## src/rtl/hws_pkg.sv

```systemverilog
// Constants and register map for the row valid strobe gating block.
package hws_pkg;

  // Register offsets on the serial control register port.
  localparam logic [7:0] HWS_ADDR_SLOT  = 8'h16;
  localparam logic [7:0] HWS_ADDR_START = 8'h17;
  localparam logic [7:0] HWS_ADDR_END   = 8'h18;

  // Values after reset.
  localparam logic [7:0] HWS_RST_SLOT  = 8'h03;
  localparam logic [7:0] HWS_RST_START = 8'h2D;
  localparam logic [7:0] HWS_RST_END   = 8'hCD;

  // Field slot division register layout.
  localparam int HWS_MODE_LSB = 0;
  localparam int HWS_INTV_LSB = 2;

  // Field mode codes.
  localparam logic [1:0] HWS_MODE_OFF  = 2'h0;
  localparam logic [1:0] HWS_MODE_ODD  = 2'h1;
  localparam logic [1:0] HWS_MODE_EVEN = 2'h2;
  localparam logic [1:0] HWS_MODE_FRM  = 2'h3;

  // Column counter width and the widest horizontal window in pixels.
  localparam int          HWS_COL_W   = 11;
  localparam logic [10:0] HWS_WIN_MAX = 11'h298;

  // Number of pin inputs passed through the synchroniser.
  localparam int HWS_SYNC_W = 4;

endpackage

```

## src/rtl/hws_pin_sync.sv

```systemverilog
// Two-flop synchroniser for pin inputs with a rising edge detector on bit 0.
`timescale 1ns/1ps
module hws_pin_sync (
  input  wire logic                           core_clk,  // Block clock.
  input  wire logic                           sys_rst,   // Asynchronous reset, high.
  input  wire logic [hws_pkg::HWS_SYNC_W-1:0] async_in,  // Pins from outside the domain.
  output logic      [hws_pkg::HWS_SYNC_W-1:0] sync_out,  // Synchronised levels.
  output logic                                rise_out,  // Pulse on bit 0 rising edge.
  output logic                                fall_out   // Pulse on bit 1 falling edge.
);
  import hws_pkg::*;

  typedef struct packed {
    logic [HWS_SYNC_W-1:0] meta;
    logic [HWS_SYNC_W-1:0] sync;
    logic [HWS_SYNC_W-1:0] prev;
  } hws_sync_s;

  hws_sync_s st_q;
  hws_sync_s st_d;

  // Shift the pins through two flops and keep one more stage for edges.
  always_comb begin
    st_d      = st_q;
    st_d.meta = async_in;
    st_d.sync = st_q.meta;
    st_d.prev = st_q.sync;
  end

  // State register.
  always_ff @(posedge core_clk or posedge sys_rst) begin
    if (sys_rst) begin
      st_q <= '0;
    end else begin
      st_q <= st_d;
    end
  end

  // Edges are found on the second and third stages only.
  assign sync_out = st_q.sync;
  assign rise_out = st_q.sync[0] & ~st_q.prev[0];
  assign fall_out = ~st_q.sync[1] & st_q.prev[1];

endmodule

```

## src/rtl/hws_row_gate.sv

```systemverilog
// Row valid strobe gating: field selection, slot decimation and line window.
`timescale 1ns/1ps
module hws_row_gate (
  input  wire logic       core_clk,          // Block clock, 100 MHz.
  input  wire logic       sys_rst,           // Asynchronous reset, high.
  input  wire logic [7:0] reg_addr,          // Register address.
  input  wire logic       reg_wr,            // Register write strobe.
  input  wire logic [7:0] reg_wdata,         // Register write data.
  output logic      [7:0] reg_rdata,         // Register read data, one cycle late.
  input  wire logic       pix_clk_in,        // Pixel clock pin.
  input  wire logic       line_active_in,    // Sensor line timing, high in a line.
  input  wire logic       field_odd_in,      // High during the odd field.
  input  wire logic       vsync_in,          // Field sync, falling edge ends a field.
  input  wire logic       scan_interlaced,   // High for interlaced scan.
  input  wire logic       single_frame_xfer, // Single frame transfer in progress.
  input  wire logic       fmt_qvga,          // Output format bit 5, 320x240.
  input  wire logic       fmt_qqvga,         // Quarter QVGA scaling.
  input  wire logic       fmt_strobe_low,    // Output format bit 3, active low.
  output logic            row_valid_strobe   // Row valid strobe to the host.
);
  import hws_pkg::*;

  typedef struct packed {
    logic [7:0]           slot_div;
    logic [7:0]           win_start;
    logic [7:0]           win_end;
    logic [7:0]           sh_slot_div;
    logic [7:0]           sh_start;
    logic [7:0]           sh_end;
    logic                 sh_qvga;
    logic                 sh_qqvga;
    logic [5:0]           slot;
    logic [HWS_COL_W-1:0] col;
    logic                 active;
    logic                 strobe;
    logic [7:0]           rdata;
  } hws_gate_s;

  hws_gate_s st_q;
  hws_gate_s st_d;

  logic [HWS_SYNC_W-1:0] pins;
  logic                  pix_rise;
  logic                  field_edge;
  logic                  line_on;
  logic                  odd_now;
  logic [HWS_COL_W-1:0]  start_px;
  logic [HWS_COL_W-1:0]  end_px;
  logic [HWS_COL_W-1:0]  limit_px;
  logic [1:0]            mode;
  logic [5:0]            intv;
  logic                  slot_hit;
  logic                  field_ok;

  // Converts a window register value to a pixel column at the given scale.
  function automatic logic [HWS_COL_W-1:0] to_px(input logic [7:0] v,
                                                 input logic       qvga,
                                                 input logic       qqvga);
    logic [HWS_COL_W-1:0] px;
    px = {3'h0, v};
    if (qqvga) begin
      px = {3'h0, v};
    end else if (qvga) begin
      px = {2'h0, v, 1'b0};
    end else begin
      px = {1'b0, v, 2'h0};
    end
    return px;
  endfunction

  // Pin inputs pass two flops; pixel clock rise and field end become pulses.
  hws_pin_sync hws_pin_sync_inst (
    .core_clk (core_clk),
    .sys_rst  (sys_rst),
    .async_in ({field_odd_in, line_active_in, vsync_in, pix_clk_in}),
    .sync_out (pins),
    .rise_out (pix_rise),
    .fall_out (field_edge)
  );

  assign line_on = pins[2];
  assign odd_now = pins[3];

  // Window edges in pixels from the shadowed values.
  assign start_px = to_px(st_q.sh_start, st_q.sh_qvga, st_q.sh_qqvga);
  assign end_px   = to_px(st_q.sh_end, st_q.sh_qvga, st_q.sh_qqvga);
  assign limit_px = start_px + HWS_WIN_MAX;

  // Field gating from the shadowed mode and interval.
  assign mode     = st_q.sh_slot_div[HWS_MODE_LSB +: 2];
  assign intv     = st_q.sh_slot_div[HWS_INTV_LSB +: 6];
  assign slot_hit = (st_q.slot == 6'h00);

  always_comb begin
    case (mode)
      HWS_MODE_OFF: begin
        field_ok = single_frame_xfer;
      end
      HWS_MODE_ODD: begin
        field_ok = slot_hit && (!scan_interlaced || odd_now);
      end
      HWS_MODE_EVEN: begin
        field_ok = slot_hit && (!scan_interlaced || !odd_now);
      end
      HWS_MODE_FRM: begin
        field_ok = 1'b1;
      end
      default: begin
        field_ok = 1'b0;
      end
    endcase
  end

  // Next state: registers, shadows, slot and column counters, strobe.
  always_comb begin
    st_d = st_q;
    if (reg_wr) begin
      case (reg_addr)
        HWS_ADDR_SLOT: begin
          st_d.slot_div = reg_wdata;
        end
        HWS_ADDR_START: begin
          st_d.win_start = reg_wdata;
        end
        HWS_ADDR_END: begin
          st_d.win_end = reg_wdata;
        end
        default: begin
          st_d.slot_div = st_q.slot_div;
        end
      endcase
    end
    case (reg_addr)
      HWS_ADDR_SLOT: begin
        st_d.rdata = st_q.slot_div;
      end
      HWS_ADDR_START: begin
        st_d.rdata = st_q.win_start;
      end
      HWS_ADDR_END: begin
        st_d.rdata = st_q.win_end;
      end
      default: begin
        st_d.rdata = 8'h00;
      end
    endcase
    // Settings move into the working copy only at a field boundary.
    if (field_edge) begin
      st_d.sh_slot_div = st_q.slot_div;
      st_d.sh_start    = st_q.win_start;
      st_d.sh_end      = st_q.win_end;
      st_d.sh_qvga     = fmt_qvga;
      st_d.sh_qqvga    = fmt_qqvga;
      if ((st_q.slot + 6'h01) >= intv) begin
        st_d.slot = 6'h00;
      end else begin
        st_d.slot = st_q.slot + 6'h01;
      end
    end
    // Column counter runs on pixel clock edges inside a line.
    if (!line_on) begin
      st_d.col = '0;
    end else if (pix_rise && (st_q.col != {HWS_COL_W{1'b1}})) begin
      st_d.col = st_q.col + 11'h001;
    end
    // Strobe only gates; data and pixel clock are never touched here.
    st_d.active = field_ok && line_on && (st_q.col >= start_px)
                  && (st_q.col < end_px) && (st_q.col < limit_px);
    st_d.strobe = st_d.active ^ fmt_strobe_low;
  end

  // State register with documented reset values.
  always_ff @(posedge core_clk or posedge sys_rst) begin
    if (sys_rst) begin
      st_q           <= '0;
      st_q.slot_div    <= HWS_RST_SLOT;
      st_q.win_start   <= HWS_RST_START;
      st_q.win_end     <= HWS_RST_END;
      st_q.sh_slot_div <= HWS_RST_SLOT;
      st_q.sh_start  <= HWS_RST_START;
      st_q.sh_end    <= HWS_RST_END;
    end else begin
      st_q <= st_d;
    end
  end

  assign reg_rdata        = st_q.rdata;
  assign row_valid_strobe = st_q.strobe;

  // Off mode keeps the strobe inactive unless a single frame transfer is in progress.
  off_mode_a: assert property (@(posedge core_clk) disable iff (sys_rst)
    (mode == HWS_MODE_OFF) && !single_frame_xfer && !field_edge |=> !st_q.active)
    else $error("strobe active in off mode");

  // Odd mode blocks the even field in interlaced scan.
  odd_only_a: assert property (@(posedge core_clk) disable iff (sys_rst)
    (mode == HWS_MODE_ODD) && scan_interlaced && !odd_now && !field_edge |=> !st_q.active)
    else $error("strobe active in even field in odd mode");

  // Even mode blocks the odd field in interlaced scan.
  even_only_a: assert property (@(posedge core_clk) disable iff (sys_rst)
    (mode == HWS_MODE_EVEN) && scan_interlaced && odd_now && !field_edge |=> !st_q.active)
    else $error("strobe active in odd field in even mode");

  // Outside the chosen slot no strobe appears in odd or even mode.
  slot_gate_a: assert property (@(posedge core_clk) disable iff (sys_rst)
    (mode[0] ^ mode[1]) && (st_q.slot != 6'h00) && !field_edge |=> !st_q.active)
    else $error("strobe active outside selected slot");

  // Frame mode strobes whenever the column is inside the window.
  frame_mode_a: assert property (@(posedge core_clk) disable iff (sys_rst)
    (mode == HWS_MODE_FRM) && line_on && (st_q.col >= start_px) && (st_q.col < end_px)
    && (st_q.col < limit_px) && !field_edge |=> st_q.active)
    else $error("strobe missing in frame mode window");

  // The strobe starts no earlier than the scaled start column.
  window_start_a: assert property (@(posedge core_clk) disable iff (sys_rst)
    $rose(st_q.active) |-> ($past(st_q.col) >= $past(start_px)))
    else $error("strobe started before window start");

  // The window never exceeds the widest span.
  window_span_a: assert property (@(posedge core_clk) disable iff (sys_rst)
    st_q.active |-> ($past(st_q.col) < $past(limit_px)))
    else $error("strobe window wider than limit");

  // Output polarity follows the format bit.
  strobe_pol_a: assert property (@(posedge core_clk) disable iff (sys_rst)
    ##1 (row_valid_strobe == (st_q.active ^ $past(fmt_strobe_low))))
    else $error("strobe polarity wrong");

  // Working window copy changes only at a field boundary.
  shadow_hold_a: assert property (@(posedge core_clk) disable iff (sys_rst)
    !field_edge |=> $stable(st_q.sh_start) && $stable(st_q.sh_end)
    && $stable(st_q.sh_slot_div))
    else $error("window changed away from field boundary");

  // The strobe ends before the scaled end column.
  window_end_a: assert property (@(posedge core_clk) disable iff (sys_rst)
    st_q.active |-> ($past(st_q.col) < $past(end_px)))
    else $error("strobe ran past window end");

  // The strobe is only raised where the field gating allowed it.
  field_gate_a: assert property (@(posedge core_clk) disable iff (sys_rst)
    st_q.active |-> $past(field_ok))
    else $error("strobe active without field gating");

  // Outside a line no strobe appears.
  line_gate_a: assert property (@(posedge core_clk) disable iff (sys_rst)
    !line_on |=> !st_q.active)
    else $error("strobe active outside a line");

  // Off mode with a single frame transfer still strobes inside the window.
  off_xfer_a: assert property (@(posedge core_clk) disable iff (sys_rst)
    (mode == HWS_MODE_OFF) && single_frame_xfer && line_on && (st_q.col >= start_px)
    && (st_q.col < end_px) && (st_q.col < limit_px) |=> st_q.active)
    else $error("strobe missing during single frame transfer");

  // Progressive odd mode strobes inside the window in the shown slot.
  prog_slot_a: assert property (@(posedge core_clk) disable iff (sys_rst)
    (mode == HWS_MODE_ODD) && !scan_interlaced && (st_q.slot == 6'h00) && line_on
    && (st_q.col >= start_px) && (st_q.col < end_px) && (st_q.col < limit_px) |=> st_q.active)
    else $error("strobe missing in progressive shown slot");

  // Intervals of zero and one keep every field in the shown slot.
  slot_every_a: assert property (@(posedge core_clk) disable iff (sys_rst)
    field_edge && (intv <= 6'h01) |=> (st_q.slot == 6'h00))
    else $error("slot moved with interval one");

  // Interval two steps from the shown slot to the skipped one.
  slot_pair_a: assert property (@(posedge core_clk) disable iff (sys_rst)
    field_edge && (intv == 6'h02) && (st_q.slot == 6'h00) |=> (st_q.slot == 6'h01))
    else $error("slot did not step with interval two");

  // Scale selection changes only at a field boundary.
  scale_hold_a: assert property (@(posedge core_clk) disable iff (sys_rst)
    !field_edge |=> $stable(st_q.sh_qvga) && $stable(st_q.sh_qqvga))
    else $error("scale changed away from field boundary");

  // A start register write lands one cycle after its strobe.
  start_write_a: assert property (@(posedge core_clk) disable iff (sys_rst)
    reg_wr && (reg_addr == HWS_ADDR_START) |=> (st_q.win_start == $past(reg_wdata)))
    else $error("start register write lost");

  // An end register write lands one cycle after its strobe.
  end_write_a: assert property (@(posedge core_clk) disable iff (sys_rst)
    reg_wr && (reg_addr == HWS_ADDR_END) |=> (st_q.win_end == $past(reg_wdata)))
    else $error("end register write lost");

endmodule

```

## config.mk

```make
export PLATFORM = sky130hd
export DESIGN_NAME = hws_row_gate
export DESIGN_NICKNAME = d
export VERILOG_FILES = /design/src/rtl/hws_pkg.sv /design/src/rtl/hws_pin_sync.sv /design/src/rtl/hws_row_gate.sv
export SDC_FILE = /design/constraint.sdc
export NUM_CORES = 1
export LEC_CHECK = 0
export BUFFER_PORTS_ARGS = -buffer_cell sky130_fd_sc_hd__buf_2
export CORE_AREA = 2 2 76 107
export CTS_BUF_LIST = sky130_fd_sc_hd__clkbuf_8
export CTS_CLUSTER_SIZE = 8
export DETAILED_ROUTE_END_ITERATION = 8
export DIE_AREA = 0 0 78 109
export GPL_ROUTABILITY_DRIVEN = 0
export PLACE_DENSITY = 0.89
export SETUP_SLACK_MARGIN = 0.4
export SYNTH_ARGS = -nofsm -noshare
export SYNTH_HDL_FRONTEND = slang
export SYNTH_SLANG_ARGS = --single-unit
```

## constraint.sdc

```tcl
create_clock -name core_clk -period 7.65 [get_ports core_clk]
set_input_delay 0.765 -clock core_clk [delete_from_list [all_inputs] [get_ports core_clk]]
set_output_delay 0.765 -clock core_clk [all_outputs]
set_load 0.005 [all_outputs]
```

# Word level (Yosys, flattened, before mapping)
# Index checks and enable logic that the tools add are counted.
# W data, S select, Z words.
# op_classes
n_reduce_logical	16
multipliers	0
n_mux	9
n_eq_ne	8
n_div	0
order_cmp	4
shifts	0
addsub	3
n_bitwise	5
# op_table
cell	count
$mux W10	4
$eq A8 B5 Y1 const B	3
$pmux W8 S3	1
$lt A11 B11 Y1	2
$mux W11	2
$add A11 B1 Y11 const B	1
$add A11 B10 Y11 const B	1
$ge A11 B11 Y1	1
$ne A11 B11 Y1 const B	1
$logic_and A1 B1 Y1	7
$add A6 B1 Y6 const B	1
$ge A6 B6 Y1	1
$logic_not A6 Y1	1
$mux W6	1
$reduce_and A2 Y1	3
$eq A2 B2 Y1 const B	2
$pmux W1 S4	1
$and A1 B1 Y1	2
$eq A2 B1 Y1 const B	1
$logic_not A1 Y1	2
$logic_not A2 Y1	1
$logic_or A1 B1 Y1	2
$ne A2 B2 Y1 const B	1
$not A1 Y1	2
$xor A1 B1 Y1	1
# totals
memories	0
rom_bits	0
mem_bits_rw	0
regBits	86
elab_cells	60
out_inout_bits	9
latch_bits	0
input_bits	28

# Longest topological paths before layout
# Gate-level depths: netlist (run 1).
# depth
depth_word	9
ltp_mapped	14
ltp_nobuf	13

# Modules after synthesis
# From an unflattened synthesis (run 1), not the netlist that was laid out.
# unflattened
hier_cells	443
hier_area_um2	4829.6
# modules_own_cells
mod	cells_per_inst	seq_area_each_um2	area_each_um2	instances
hws_row_gate	426	1929.4	4518.1	1
hws_pin_sync	17	250.2	311.5	1

# Worst setup path before layout (run 1)
# Ideal clock, no wire load.
# synth_path
path_type	register to register
startpoint	register st_q[27] in the netlist's numbering
endpoint	register st_q (netlist bit row_valid_strobe)
required_time_ns	7.506
synth_period_minus_slack_ns	2.760
slack_ns	4.890
setup_time_ns	0.144
stages_incl_launch_ff	12
arrival_ns	2.616
n_path_buf	1
path_cell_list	dfrtp_1 > clkbuf_1 > a21oi_1 > ha_1 > nor3_1 > o21ai_0 > xor2_1 > ha_1 > a221oi_1 > o311ai_0 > a2111oi_1 > xor2_1
# synth_lines
item	line	text
from (decl)	hws_row_gate.sv:39	hws_gate_s st_q;
from (signal assigned)	hws_row_gate.sv:183	st_q <= st_d;

==> impl_metrics.csv, run 1 <==
group,metric,value,unit
status,status,"completed",
critical_path,critical_path.max_fanout,18,
clock_network,cts_resized,0,
grt,grt_max_degree,87,
floorplanning,die_y,109,um
placed_design,post-place-cells,587,
grt,antenna_found_initial,0,
detailed_routing,vias_per_cell,5.816,
floorplanning,initial_core_util,0.6314,
clock_network,clkSlewWorstSetupHoldPaths,80,ps
clock_network,post-cts-setup-buffers,0,
clock_network,htreeDepth,3,
final_layout,fin_nets,566,
placed_design,place.detailed.hpwl,7109,um
timing,tns,0,ps
critical_path,cp-end-kind,"flop",
synthesis,synth_edf_count,0,
timing,hold_violations,0,
synthesis,syn-num-nets,539,
placed_design,io_buffers,36,
critical_path,crit_path_start_kind,"flop",
critical_path,critPathSlowestCell,"dfrtp_1",
timing,worst_pin_slew,1032,ps
detailed_routing,drcViolationCount,0,
clock_network,cts_hold_buf,0,
synthesis,ys.warnings.count,0,
synthesis,yosysSeqAreaShare,0.4538,
synthesis,syn_area,4803,um2
power_and_ir_drop,leakagePower,2.606,nW
detailed_routing,first_pass_iters,8,
timing,period_minus_slack,3552,ps
synthesis,ys_ff_latch,86,
worst_hold_path,hp-class,"reg2reg",
timing,post-route-period-util,0.4643,
timing,setup_violations,0,
final_layout,antenna_cells,0,
timing,relSlewSlack,0.3121,
placed_design,pre_cts_ws,4072,ps
floorplanning,coreArea,7607,um2
clock_network,cts_tree,"built",
floorplanning,io_pins,37,
timing,rsz0062_at_grt,"false",
detailed_routing,drtAntennaViolNets,0,
final_layout,final_cells,602,
clock_network,clock-sinks,86,
final_layout,fillers,553,
worst_hold_path,hold_path_depth,0,
placed_design,place_area,5002,um2
detailed_routing,wl,9613,um
floorplanning,rows,38,
synthesis,synth_area_per_cell,10.20,um2
synthesis,netlist_top_cells_count,"85 x nand2_1, 64 x dfrtp_1, 40 x ha_1",
clock_network,root_buffer,"clkbuf_8",
synthesis,synthCells,471,
synthesis,ys_top_cells_by_area,"dfrtp_1 33%, dfstp_2 12%, ha_1 10%, nand2_1 6.6%, mux2_2 3.5%",
timing,final_max_slew_viol_count,0,
grt,grt.overflow.total,0,
critical_path,arrival,3840,ps
synthesis,yosysMostFrequentCell,"nand2_1",
clock_network,insertion_delay,360,ps
grt,gr-usage-all-layers,0.2477,
final_layout,syn2layout_area_growth,7.971,%
power_and_ir_drop,peakVddDrop,162.3,uV
final_layout,stdcell_area,5186,um2
critical_path,crit_path_max_incr_delay,890,ps
detailed_routing,vias,3501,
detailed_routing,drtIter0Drc,228,
synthesis,ys.flop_type,"dfrtp_1",
timing,clock.fmax,281.5,MHz
grt,grt_pass1_wl,16350,um
grt,grt_pass1_vias,3563,
run,cap_violations,0,
timing,skew,12.27,ps
power_and_ir_drop,cellPowerDensity,181.8,nW/um2
synthesis,post-synth-top-area-fraction,0.3334,
floorplanning,die_area,8502,um2
synthesis,yosysTopAreaCell,"dfrtp_1",
critical_path,reg2reg_depth,11,
clock_network,cts_made_buffers,9,
critical_path,path_cells,"mux2i_1 -> nor2_1 -> a21oi_1 -> a21oi_1 -> a21oi_1 -> o21a_1 -> ha_1 -> a221oi_1 -> o311ai_0 -> a2111oi_1 -> xor2_1",
detailed_routing,wire_per_inst,15.97,um
floorplanning,die_x,78,um
critical_path,crit_type,"reg2reg",
timing,finalWorstSetupSlack,4098,ps
critical_path,worstPathRequired,7940,ps
synthesis,yosysUniqueCellTypes,54,
final_layout,drive_gt1_frac,0.2191,
critical_path,crit_top_cell,"a21oi_1",
synthesis,ys_async_sr_fraction,1.000,
clock_network,max-clock-path-buffers,2,
placed cells by master (no fill, tap or decap), types with 2 or more instances in the layout:
| cell type | count |
|---|---|
| a2111oi_0 | 2 |
| a211oi_1 | 2 |
| a21o_1 | 6 |
| a21oi_1 | 23 |
| a222oi_1 | 8 |
| and2_1 | 9 |
| and3_1 | 3 |
| buf_2 | 36 |
| buf_4 | 2 |
| clkbuf_8 | 10 |
| clkinv_2 | 2 |
| dfrtp_1 | 64 |
| dfstp_2 | 22 |
| ha_1 | 40 |
| inv_1 | 32 |
| mux2_2 | 15 |
| mux2_4 | 9 |
| mux2i_1 | 14 |
| nand2_1 | 85 |
| nand2_4 | 2 |
| nand2b_1 | 9 |
| nand3_1 | 13 |
| nand3b_1 | 2 |
| nand4_1 | 2 |
| nor2_1 | 21 |
| nor2b_1 | 2 |
| nor3_1 | 2 |
| nor3_4 | 3 |
| o21a_1 | 3 |
| o21ai_0 | 18 |
| or2_2 | 2 |
| xnor2_1 | 12 |
| xor2_1 | 5 |
through the flow:
| stage | utilization | hold slack [ps] | power, mW |
|---|---|---|---|
| global route | 0.6817 | 364.6 | 0.9940 |
| global placement | 0.6576 | 331.7 | 0.6406 |
| finish | 0.6817 | 356.3 | 0.9427 |
| CTS | 0.6817 | 359.5 | 0.9496 |
| detailed placement | 0.6576 | 338.8 | 0.6494 |
| floorplan | - | 331.2 | 0.6086 |
final timing paths:
check	slack [ps]	endpoint	from
max in group asynchronous	6260	st_q[33]	sys_rst
worst min register to register	360	hws_pin_sync_inst.sync_out[1]	hws_pin_sync_inst.st_d[5]
worst min-delay path	360	hws_pin_sync_inst.sync_out[1]	hws_pin_sync_inst.st_d[5]
worst max-delay path	4100	row_valid_strobe	st_q[28]
min in group asynchronous	710	st_q[15]	sys_rst
worst max register to register	4100	row_valid_strobe	st_q[28]
registers in the layout, summed over array words and instances (netlist names):
register,count
st_q,59
intv,6
hws_pin_sync_inst.sync_out,4
mode,2
hws_pin_sync_inst.st_q,2
row_valid_strobe,1
hws_pin_sync_inst.st_d,4
reg_rdata,8
area by class of cell:
cell class                 count  area (um2)  share of cell area
sequential                    86        2180              0.4203
multi-input combinational    333        2389              0.4606
tap                          100       125.1             0.02413
clock buffer                  10       137.6             0.02654
timing repair buffer          38       195.2             0.03764
inverter                      30       113.9             0.02195
clock inverter                 5       46.29            0.008926
power breakdown:
group          leakage, nW  internal (mW)  total, mW  switching, mW
Sequential            1.09          0.482      0.515         0.0329
Combinational         1.41         0.0585      0.126         0.0673
Clock                0.106          0.154      0.302          0.148
Total                 2.61          0.695      0.943          0.248
logic make-up (layout without fill, tap and decap cells):
group / Yosys count / in the layout / share of synthesized area
fa+ha+maj: 40 / 40 / 0.1042
compound gates: 75 / 75 / 0.1019
xor+xnor: 17 / 17 / 0.03100
mux: 38 / 38 / 0.09247
flops: 86 / 86 / 0.4538
simple gates: 163 / 163 / 0.1672
buf+inv: 52 / 83 / 0.04949
critical path: cells and delay by family (launching register included):
kind / cells / cell delay, ps
AOI/OAI and AO/OA: 7 / 1840
xor gates and xnor gates: 1 / 180
adders and majority gates: 1 / 230
DFF: 1 / 890
muxes: 1 / 270
and+or+nand+nor: 1 / 70
layer usage:
layer,global-route usage,share of wire,vias to the layer above
met4,0.1416,0.032,0
met3,0.04719,0.030,24
met5,0,0,-
li1,-,-,1677
met2,0.4353,0.53,77
met1,0.2819,0.41,1723
Power figures use the tool's default switching activity.
==> run 2: changes to the inputs <==
Settings changed: ABC_AREA set to 1, CORE_AREA 2 2 76 107 to 2 2 82 115, DIE_AREA 0 0 78 109 to 0 0 84 117, PLACE_DENSITY 0.89 to 0.83.
Clock period 7.65 ns to 2.95 ns, I/O delays scaled along.
==> run 2 against run 1 <==
  * Hold slack got worse by 350 ps
  * Design area up 5.9%
  * Via count increased by 15%
  * Clock power rose to 3.0 times the previous value
  * Worst setup slack worse by 3700 ps
  * Non-clock buffer count increased by 11
  * Utilization fell by 6.3 points
  * Total power increased to 3.2 times the previous value
  * Synthesized cell count up 23%
  * Clock skew down 3.8 ps
==> impl_metrics.csv, run 2 <==
group,metric,value,unit
grt,grt_max_degree,87,
synthesis,ys_ff_latch,86,
synthesis,synth.area.mux_share,0.01607,
critical_path,cp-end-kind,"flop",
detailed_routing,vias,4027,
run,cap_violations,0,
placed_design,io_buffers,36,
clock_network,cts_hold_buf,0,
synthesis,syn-num-nets,646,
critical_path,r2r_start,"st_q[39]",
grt,gr-usage-all-layers,0.2335,
floorplanning,initial_core_util,0.5528,
critical_path,crit_top_cell,"nand2_1",
timing,setup_violations,0,
timing,period_minus_slack,2544,ps
critical_path,worstPathRequired,3220,ps
final_layout,syn2layout_area_growth,11.91,%
critical_path,reg2reg_depth,16,
floorplanning,rows,41,
synthesis,synth_top_family_by_area,"simple AND/OR/NAND/NOR gates",
synthesis,post-synth-top-area-fraction,0.3264,
timing,finalWorstSetupSlack,406.4,ps
detailed_routing,wire_per_inst,14.68,um
critical_path,crit_type,"reg2reg",
synthesis,syn_area,4906,um2
grt,grt.overflow.total,0,
timing,hold_violations,0,
detailed_routing,drcViolationCount,0,
final_layout,fillers,720,
synthesis,ys.warnings.count,0,
placed_design,place.detailed.hpwl,7800,um
critical_path,reg2reg_to,"row_valid_strobe",
floorplanning,io_pins,37,
final_layout,fin_nets,681,
timing,clock.fmax,393.1,MHz
final_layout,drive_gt1_frac,0.2023,
floorplanning,die_y,117,um
clock_network,root_buffer,"clkbuf_8",
critical_path,critical_path.max_fanout,4,
synthesis,yosysTopAreaCell,"dfrtp_1",
critical_path,arrival,2810,ps
worst_hold_path,hp-class,"in2async",
synthesis,synth_simple_gate_area_share,0.1908,
synthesis,synth_edf_count,0,
final_layout,antenna_cells,0,
power_and_ir_drop,peakVddDrop,498.1,uV
timing,worst_pin_slew,654.4,ps
synthesis,synth_area_per_cell,8.488,um2
final_layout,final_cell_mix,"124 x nand2_1, 76 x inv_1, 66 x o21ai_0",
floorplanning,die_area,9828,um2
grt,grt_pass1_vias,4041,
synthesis,ys.flop_type,"dfrtp_1",
synthesis,yosysSeqAreaShare,0.4443,
power_and_ir_drop,cellPowerDensity,554.0,nW/um2
final_layout,registers.top_by_ff_count,"st_q",
critical_path,critPathSlowestCell,"dfstp_2",
timing,post-route-period-util,0.8622,
clock_network,clkSlewWorstSetupHoldPaths,90,ps
synthesis,ys_async_sr_fraction,1.000,
clock_network,insertion_delay,360,ps
floorplanning,coreArea,8875,um2
critical_path,path_cells,"nand2_2 -> nand3_2 -> o21ai_4 -> ha_2 -> nor2_1 -> nand2_1 -> a21oi_2 -> xor2_1 -> ha_1 -> nand2_2 -> nor2_2 -> and3_4 -> nor2_4 -> nand4_1 -> nand2_1 -> nand2_1",
clock_network,cts_tree,"built",
placed_design,pre_cts_ws,265.7,ps
timing,tns,0,ps
final_layout,largest_reg_flops,59,
synthesis,ys_top_cells_by_area,"dfrtp_1 33%, dfstp_2 12%, ha_1 10%, nand2_1 9.7%, o21ai_0 7.0%",
grt,antenna_found_initial,0,
timing,skew,8.421,ps
detailed_routing,drtIter0Drc,218,
timing,relSlewSlack,0.5611,
status,status,"completed",
final_layout,final_common_cell,"nand2_1",
detailed_routing,drtAntennaViolNets,0,
clock_network,cts_made_buffers,9,
synthesis,synth_compound_area_frac,0.1347,
synthesis,synthCells,578,
detailed_routing,wl,10640,um
synthesis,yosysMostFrequentCell,"nand2_1",
floorplanning,die_x,84,um
synthesis,yosys.area_share.adder,0.1020,
critical_path,crit_path_start_kind,"flop",
critical_path,r2r_slack,410,ps
detailed_routing,first_pass_iters,5,
detailed_routing,vias_per_cell,5.554,
critical_path,crit_path_max_incr_delay,580,ps
power_and_ir_drop,leakagePower,2.778,nW
synthesis,synth_xor_area_frac,0.01964,
timing,rsz0062_at_grt,"true",
grt,grt_pass1_wl,18190,um
timing,final_max_slew_viol_count,0,
clock_network,clock-sinks,86,
clock_network,htreeDepth,3,
clock_network,max-clock-path-buffers,2,
synthesis,yosysUniqueCellTypes,41,
synthesis,netlist_top_cells_count,"127 x nand2_1, 77 x inv_1, 69 x o21ai_0",
## run 2: logic make-up (layout without fill, tap and decap cells)
family	count (synthesis)	count (layout)
flops	86	86
buf+inv	105	145
fa+ha+maj	40	40
xor+xnor	11	11
simple gates	210	210
compound gates	119	119
mux	7	7
## run 2: how the worst max path moves through the flow
stage | to | cells after the start | slack [ps] | startpoint
floorplan | hws_pin_sync_inst.st_d[4] | 1 | 470 | sys_rst
CTS | row_valid_strobe | 16 | 430 | st_q[27]
finish | row_valid_strobe | 16 | 410 | st_q[39]
detailed placement | row_valid_strobe | 16 | 270 | st_q[39]
global route | row_valid_strobe | 14 | 290 | st_q[28]
global placement | row_valid_strobe | 16 | 370 | st_q[39]
## run 2: where the power goes
| group | total, mW | leakage [nW] | switching [mW] | internal [mW] |
|---|---|---|---|---|
| clock | 0.915 | 0.118 | 0.417 | 0.498 |
| combinational | 0.755 | 1.63 | 0.460 | 0.295 |
| sequential | 1.37 | 1.03 | 0.0812 | 1.29 |
## run 2: metrics by stage
stage / std cells / total power [mW] / hold slack (ps) / util / cell area, um2
global placement: 702 / 2.020 / 334.0 / 0.5778 / 5127
detailed placement: 702 / 2.067 / 334.7 / 0.5778 / 5127
finish: 725 / 3.042 / 9.298 / 0.6186 / 5490
CTS: 719 / 3.002 / 13.44 / 0.6054 / 5373
floorplan: 578 / 1.873 / 326.4 / - / 4906
global route: 725 / 3.238 / 11.45 / 0.6186 / 5490
## run 2: repair_timing
action	4_1_cts	5_1_grt
gates cloned	0	0
gates resized for setup	7	19
pin swaps	0	11
hold endpoints to repair	0	0
buffers inserted	1	6
setup endpoints to repair	1	1
## run 2: metal layers
metal	share of wire	vias up	track usage
met5	0	-	0
met4	0.045	0	0.1312
met3	0.045	39	0.04769
met2	0.52	123	0.4171
met1	0.39	1893	0.2619
li1	-	1972	-
## run 2: area by class of cell
class | instances | area (um2) | share of cell area
Clock buffer | 10 | 137.6 | 0.02507
Clock inverter | 6 | 86.33 | 0.01572
Inverter | 80 | 304.0 | 0.05538
Multi-Input combinational cell | 387 | 2347 | 0.4275
Sequential cell | 86 | 2180 | 0.3970
Tap cell | 107 | 133.9 | 0.02438
Timing Repair Buffer | 49 | 301.5 | 0.05492
## run 2: worst max-delay path: cells and delay by family (launching register included)
family	cells	cell delay (ps)
DFF	1	580
AOI/OAI and AO/OA	2	260
adders and majority gates	2	460
and+or+nand+nor	11	970
xor gates and xnor gates	1	170
==> run 3: changes to the inputs <==
Settings changed: ABC_CLOCK_PERIOD_IN_PS set to 2950, BUFFER_PORTS_ARGS -buffer_cell sky130_fd_sc_hd__buf_2 to unset, CORE_AREA 2 2 82 115 to 2 2 80 112, DIE_AREA 0 0 84 117 to 0 0 82 114, DONT_BUFFER_PORTS set to 1, PLACE_DENSITY 0.83 to 0.82, SKIP_CTS_REPAIR_TIMING set to 1.
==> run 3 against run 2 <==
  * Routed wire length is 0.23% higher
  * Non-clock buffer count is 29 lower
  * Critical endpoint unchanged
  * Register-to-register slack better by 60 ps
  * Highest routed layer unchanged
  * Flip-flop and latch count stayed put
  * Hold slack better by 34 ps
  * Via count is 2.5% lower
==> impl_metrics.csv, run 3 (synthesized netlist as in run 2, its figures left out) <==
group,metric,value,unit
grt,gr-usage-all-layers,0.2430,
clock_network,cts_made_buffers,9,
timing,hold_violations,0,
final_layout,fin_util,0.6400,
critical_path,cp-end-kind,"flop",
floorplanning,coreArea,8408,um2
critical_path,crit_top_cell,"nand2_2",
critical_path,crit_type,"reg2reg",
status,status,"completed",
power_and_ir_drop,leakagePower,2.652,nW
final_layout,largest_reg_flops,59,
final_layout,fillers,671,
critical_path,crit_path_start_kind,"flop",
final_layout,regArea,2181,um2
detailed_routing,wl,10670,um
worst_hold_path,hold_path_depth,2,
clock_network,cts_tree,"built",
grt,grt_pass1_vias,3826,
power_and_ir_drop,power,2.936,mW
timing,skew,9.294,ps
clock_network,root_buffer,"clkbuf_8",
detailed_routing,vias_per_cell,5.667,
detailed_routing,vias,3927,
final_layout,antenna_cells,0,
final_layout,multi_input_area,2394,um2
floorplanning,die_y,114,um
critical_path,path_cells,"nand2_2 -> nand3_2 -> o21ai_4 -> ha_4 -> nor2_4 -> nand2_2 -> a21oi_2 -> xor2_1 -> ha_1 -> nand2_2 -> nor2_2 -> and3_1 -> nor2_2 -> nand4_1 -> nand2_1 -> nand2_1",
clock_network,max-clock-path-buffers,2,
final_layout,syn2layout_area_growth,9.691,%
floorplanning,die_area,9348,um2
placed_design,place_area,4940,um2
grt,antenna_found_initial,0,
run,cap_violations,0,
grt,grt_pass1_wl,17380,um
critical_path,arrival,2730,ps
final_layout,fin_nets,652,
placed_design,post-place-cells,665,
timing,tns,0,ps
final_layout,final_cell_mix,"123 x nand2_1, 78 x inv_1, 66 x o21ai_0",
timing,holdWs,42.98,ps
timing,relSlewSlack,0.5850,
worst_hold_path,hp-class,"in2reg",
timing,finalWorstSetupSlack,467.3,ps
timing,rsz0062_at_grt,"true",
detailed_routing,first_pass_iters,5,
critical_path,worst-path-buf-inv,0,
grt,grt_max_degree,39,
floorplanning,die_x,82,um
critical_path,critical_path.max_fanout,3,
critical_path,critPathSlowestCell,"dfstp_2",
timing,clock.fmax,402.8,MHz
clock_network,clock-sinks,86,
detailed_routing,drtIter0Drc,198,
critical_path,critPathTopFamily,"simple AND/OR/NAND/NOR gates",
timing,final_max_slew_viol_count,0,
final_layout,final_cells,693,
timing,post-route-period-util,0.8416,
placed_design,pre_cts_ws,232.6,ps
timing,setup_violations,0,
final_layout,drive_gt1_frac,0.1599,
placed_design,place.detailed.hpwl,7836,um
floorplanning,io_pins,37,
clock_network,htreeDepth,3,
critical_path,worstPathRequired,3200,ps
clock_network,clkSlewWorstSetupHoldPaths,80,ps
detailed_routing,wire_per_inst,15.39,um
critical_path,reg2reg_depth,16,
detailed_routing,drcViolationCount,0,
final_layout,stdcell_area,5381,um2
clock_network,insertion_delay,350,ps
floorplanning,rows,40,
grt,grt.overflow.total,0,
detailed_routing,drtAntennaViolNets,0,
critical_path,cp.depth,16,
critical_path,crit_path_max_incr_delay,590,ps
final_layout,registers.top_by_ff_count,"st_q",
power_and_ir_drop,peakVddDrop,420.2,uV
placed_design,io_buffers,0,
final_layout,final_common_cell,"nand2_1",
power_and_ir_drop,cellPowerDensity,545.6,nW/um2
timing,worst_pin_slew,618.6,ps
floorplanning,initial_core_util,0.5835,
timing,period_minus_slack,2483,ps
-- run 3: layout make-up --
type	instances	area share
Multi-Input combinational cell	387	0.4448
Inverter	80	0.05650
Sequential cell	86	0.4053
Clock inverter	4	0.007673
Tap cell	105	0.02441
Clock buffer	11	0.02813
Timing Repair Buffer	20	0.03325
-- run 3: power breakdown --
group | internal [mW] | switching, mW | total (mW) | leakage [nW]
logic | 0.304 | 0.462 | 0.766 | 1.51
clock network | 0.424 | 0.374 | 0.798 | 0.109
registers | 1.29 | 0.0806 | 1.37 | 1.03
total | 2.02 | 0.917 | 2.94 | 2.65
-- run 3: worst paths after layout --
kind,startpoint,to,slack (ps)
worst max-delay path,st_q[40],row_valid_strobe,470
worst min-delay path,fmt_strobe_low,row_valid_strobe,40
worst max register to register,st_q[40],row_valid_strobe,470
worst min register to register,hws_pin_sync_inst.st_d[4],hws_pin_sync_inst.sync_out[0],360
max in group asynchronous,sys_rst,st_q[42],1750
min in group asynchronous,sys_rst,st_q[13],410
-- run 3: per-layer routing --
| metal | global-route usage | vias to the layer above | part of all wire | wire (um) |
|---|---|---|---|---|
| met5 | 0 | - | 0 | 0 |
| met4 | 0.1489 | 0 | 0.057 | 611 |
| met3 | 0.04589 | 41 | 0.043 | 460 |
| met2 | 0.3962 | 126 | 0.50 | 5385 |
| met1 | 0.2920 | 1851 | 0.39 | 4207 |
| li1 | - | 1909 | - | - |
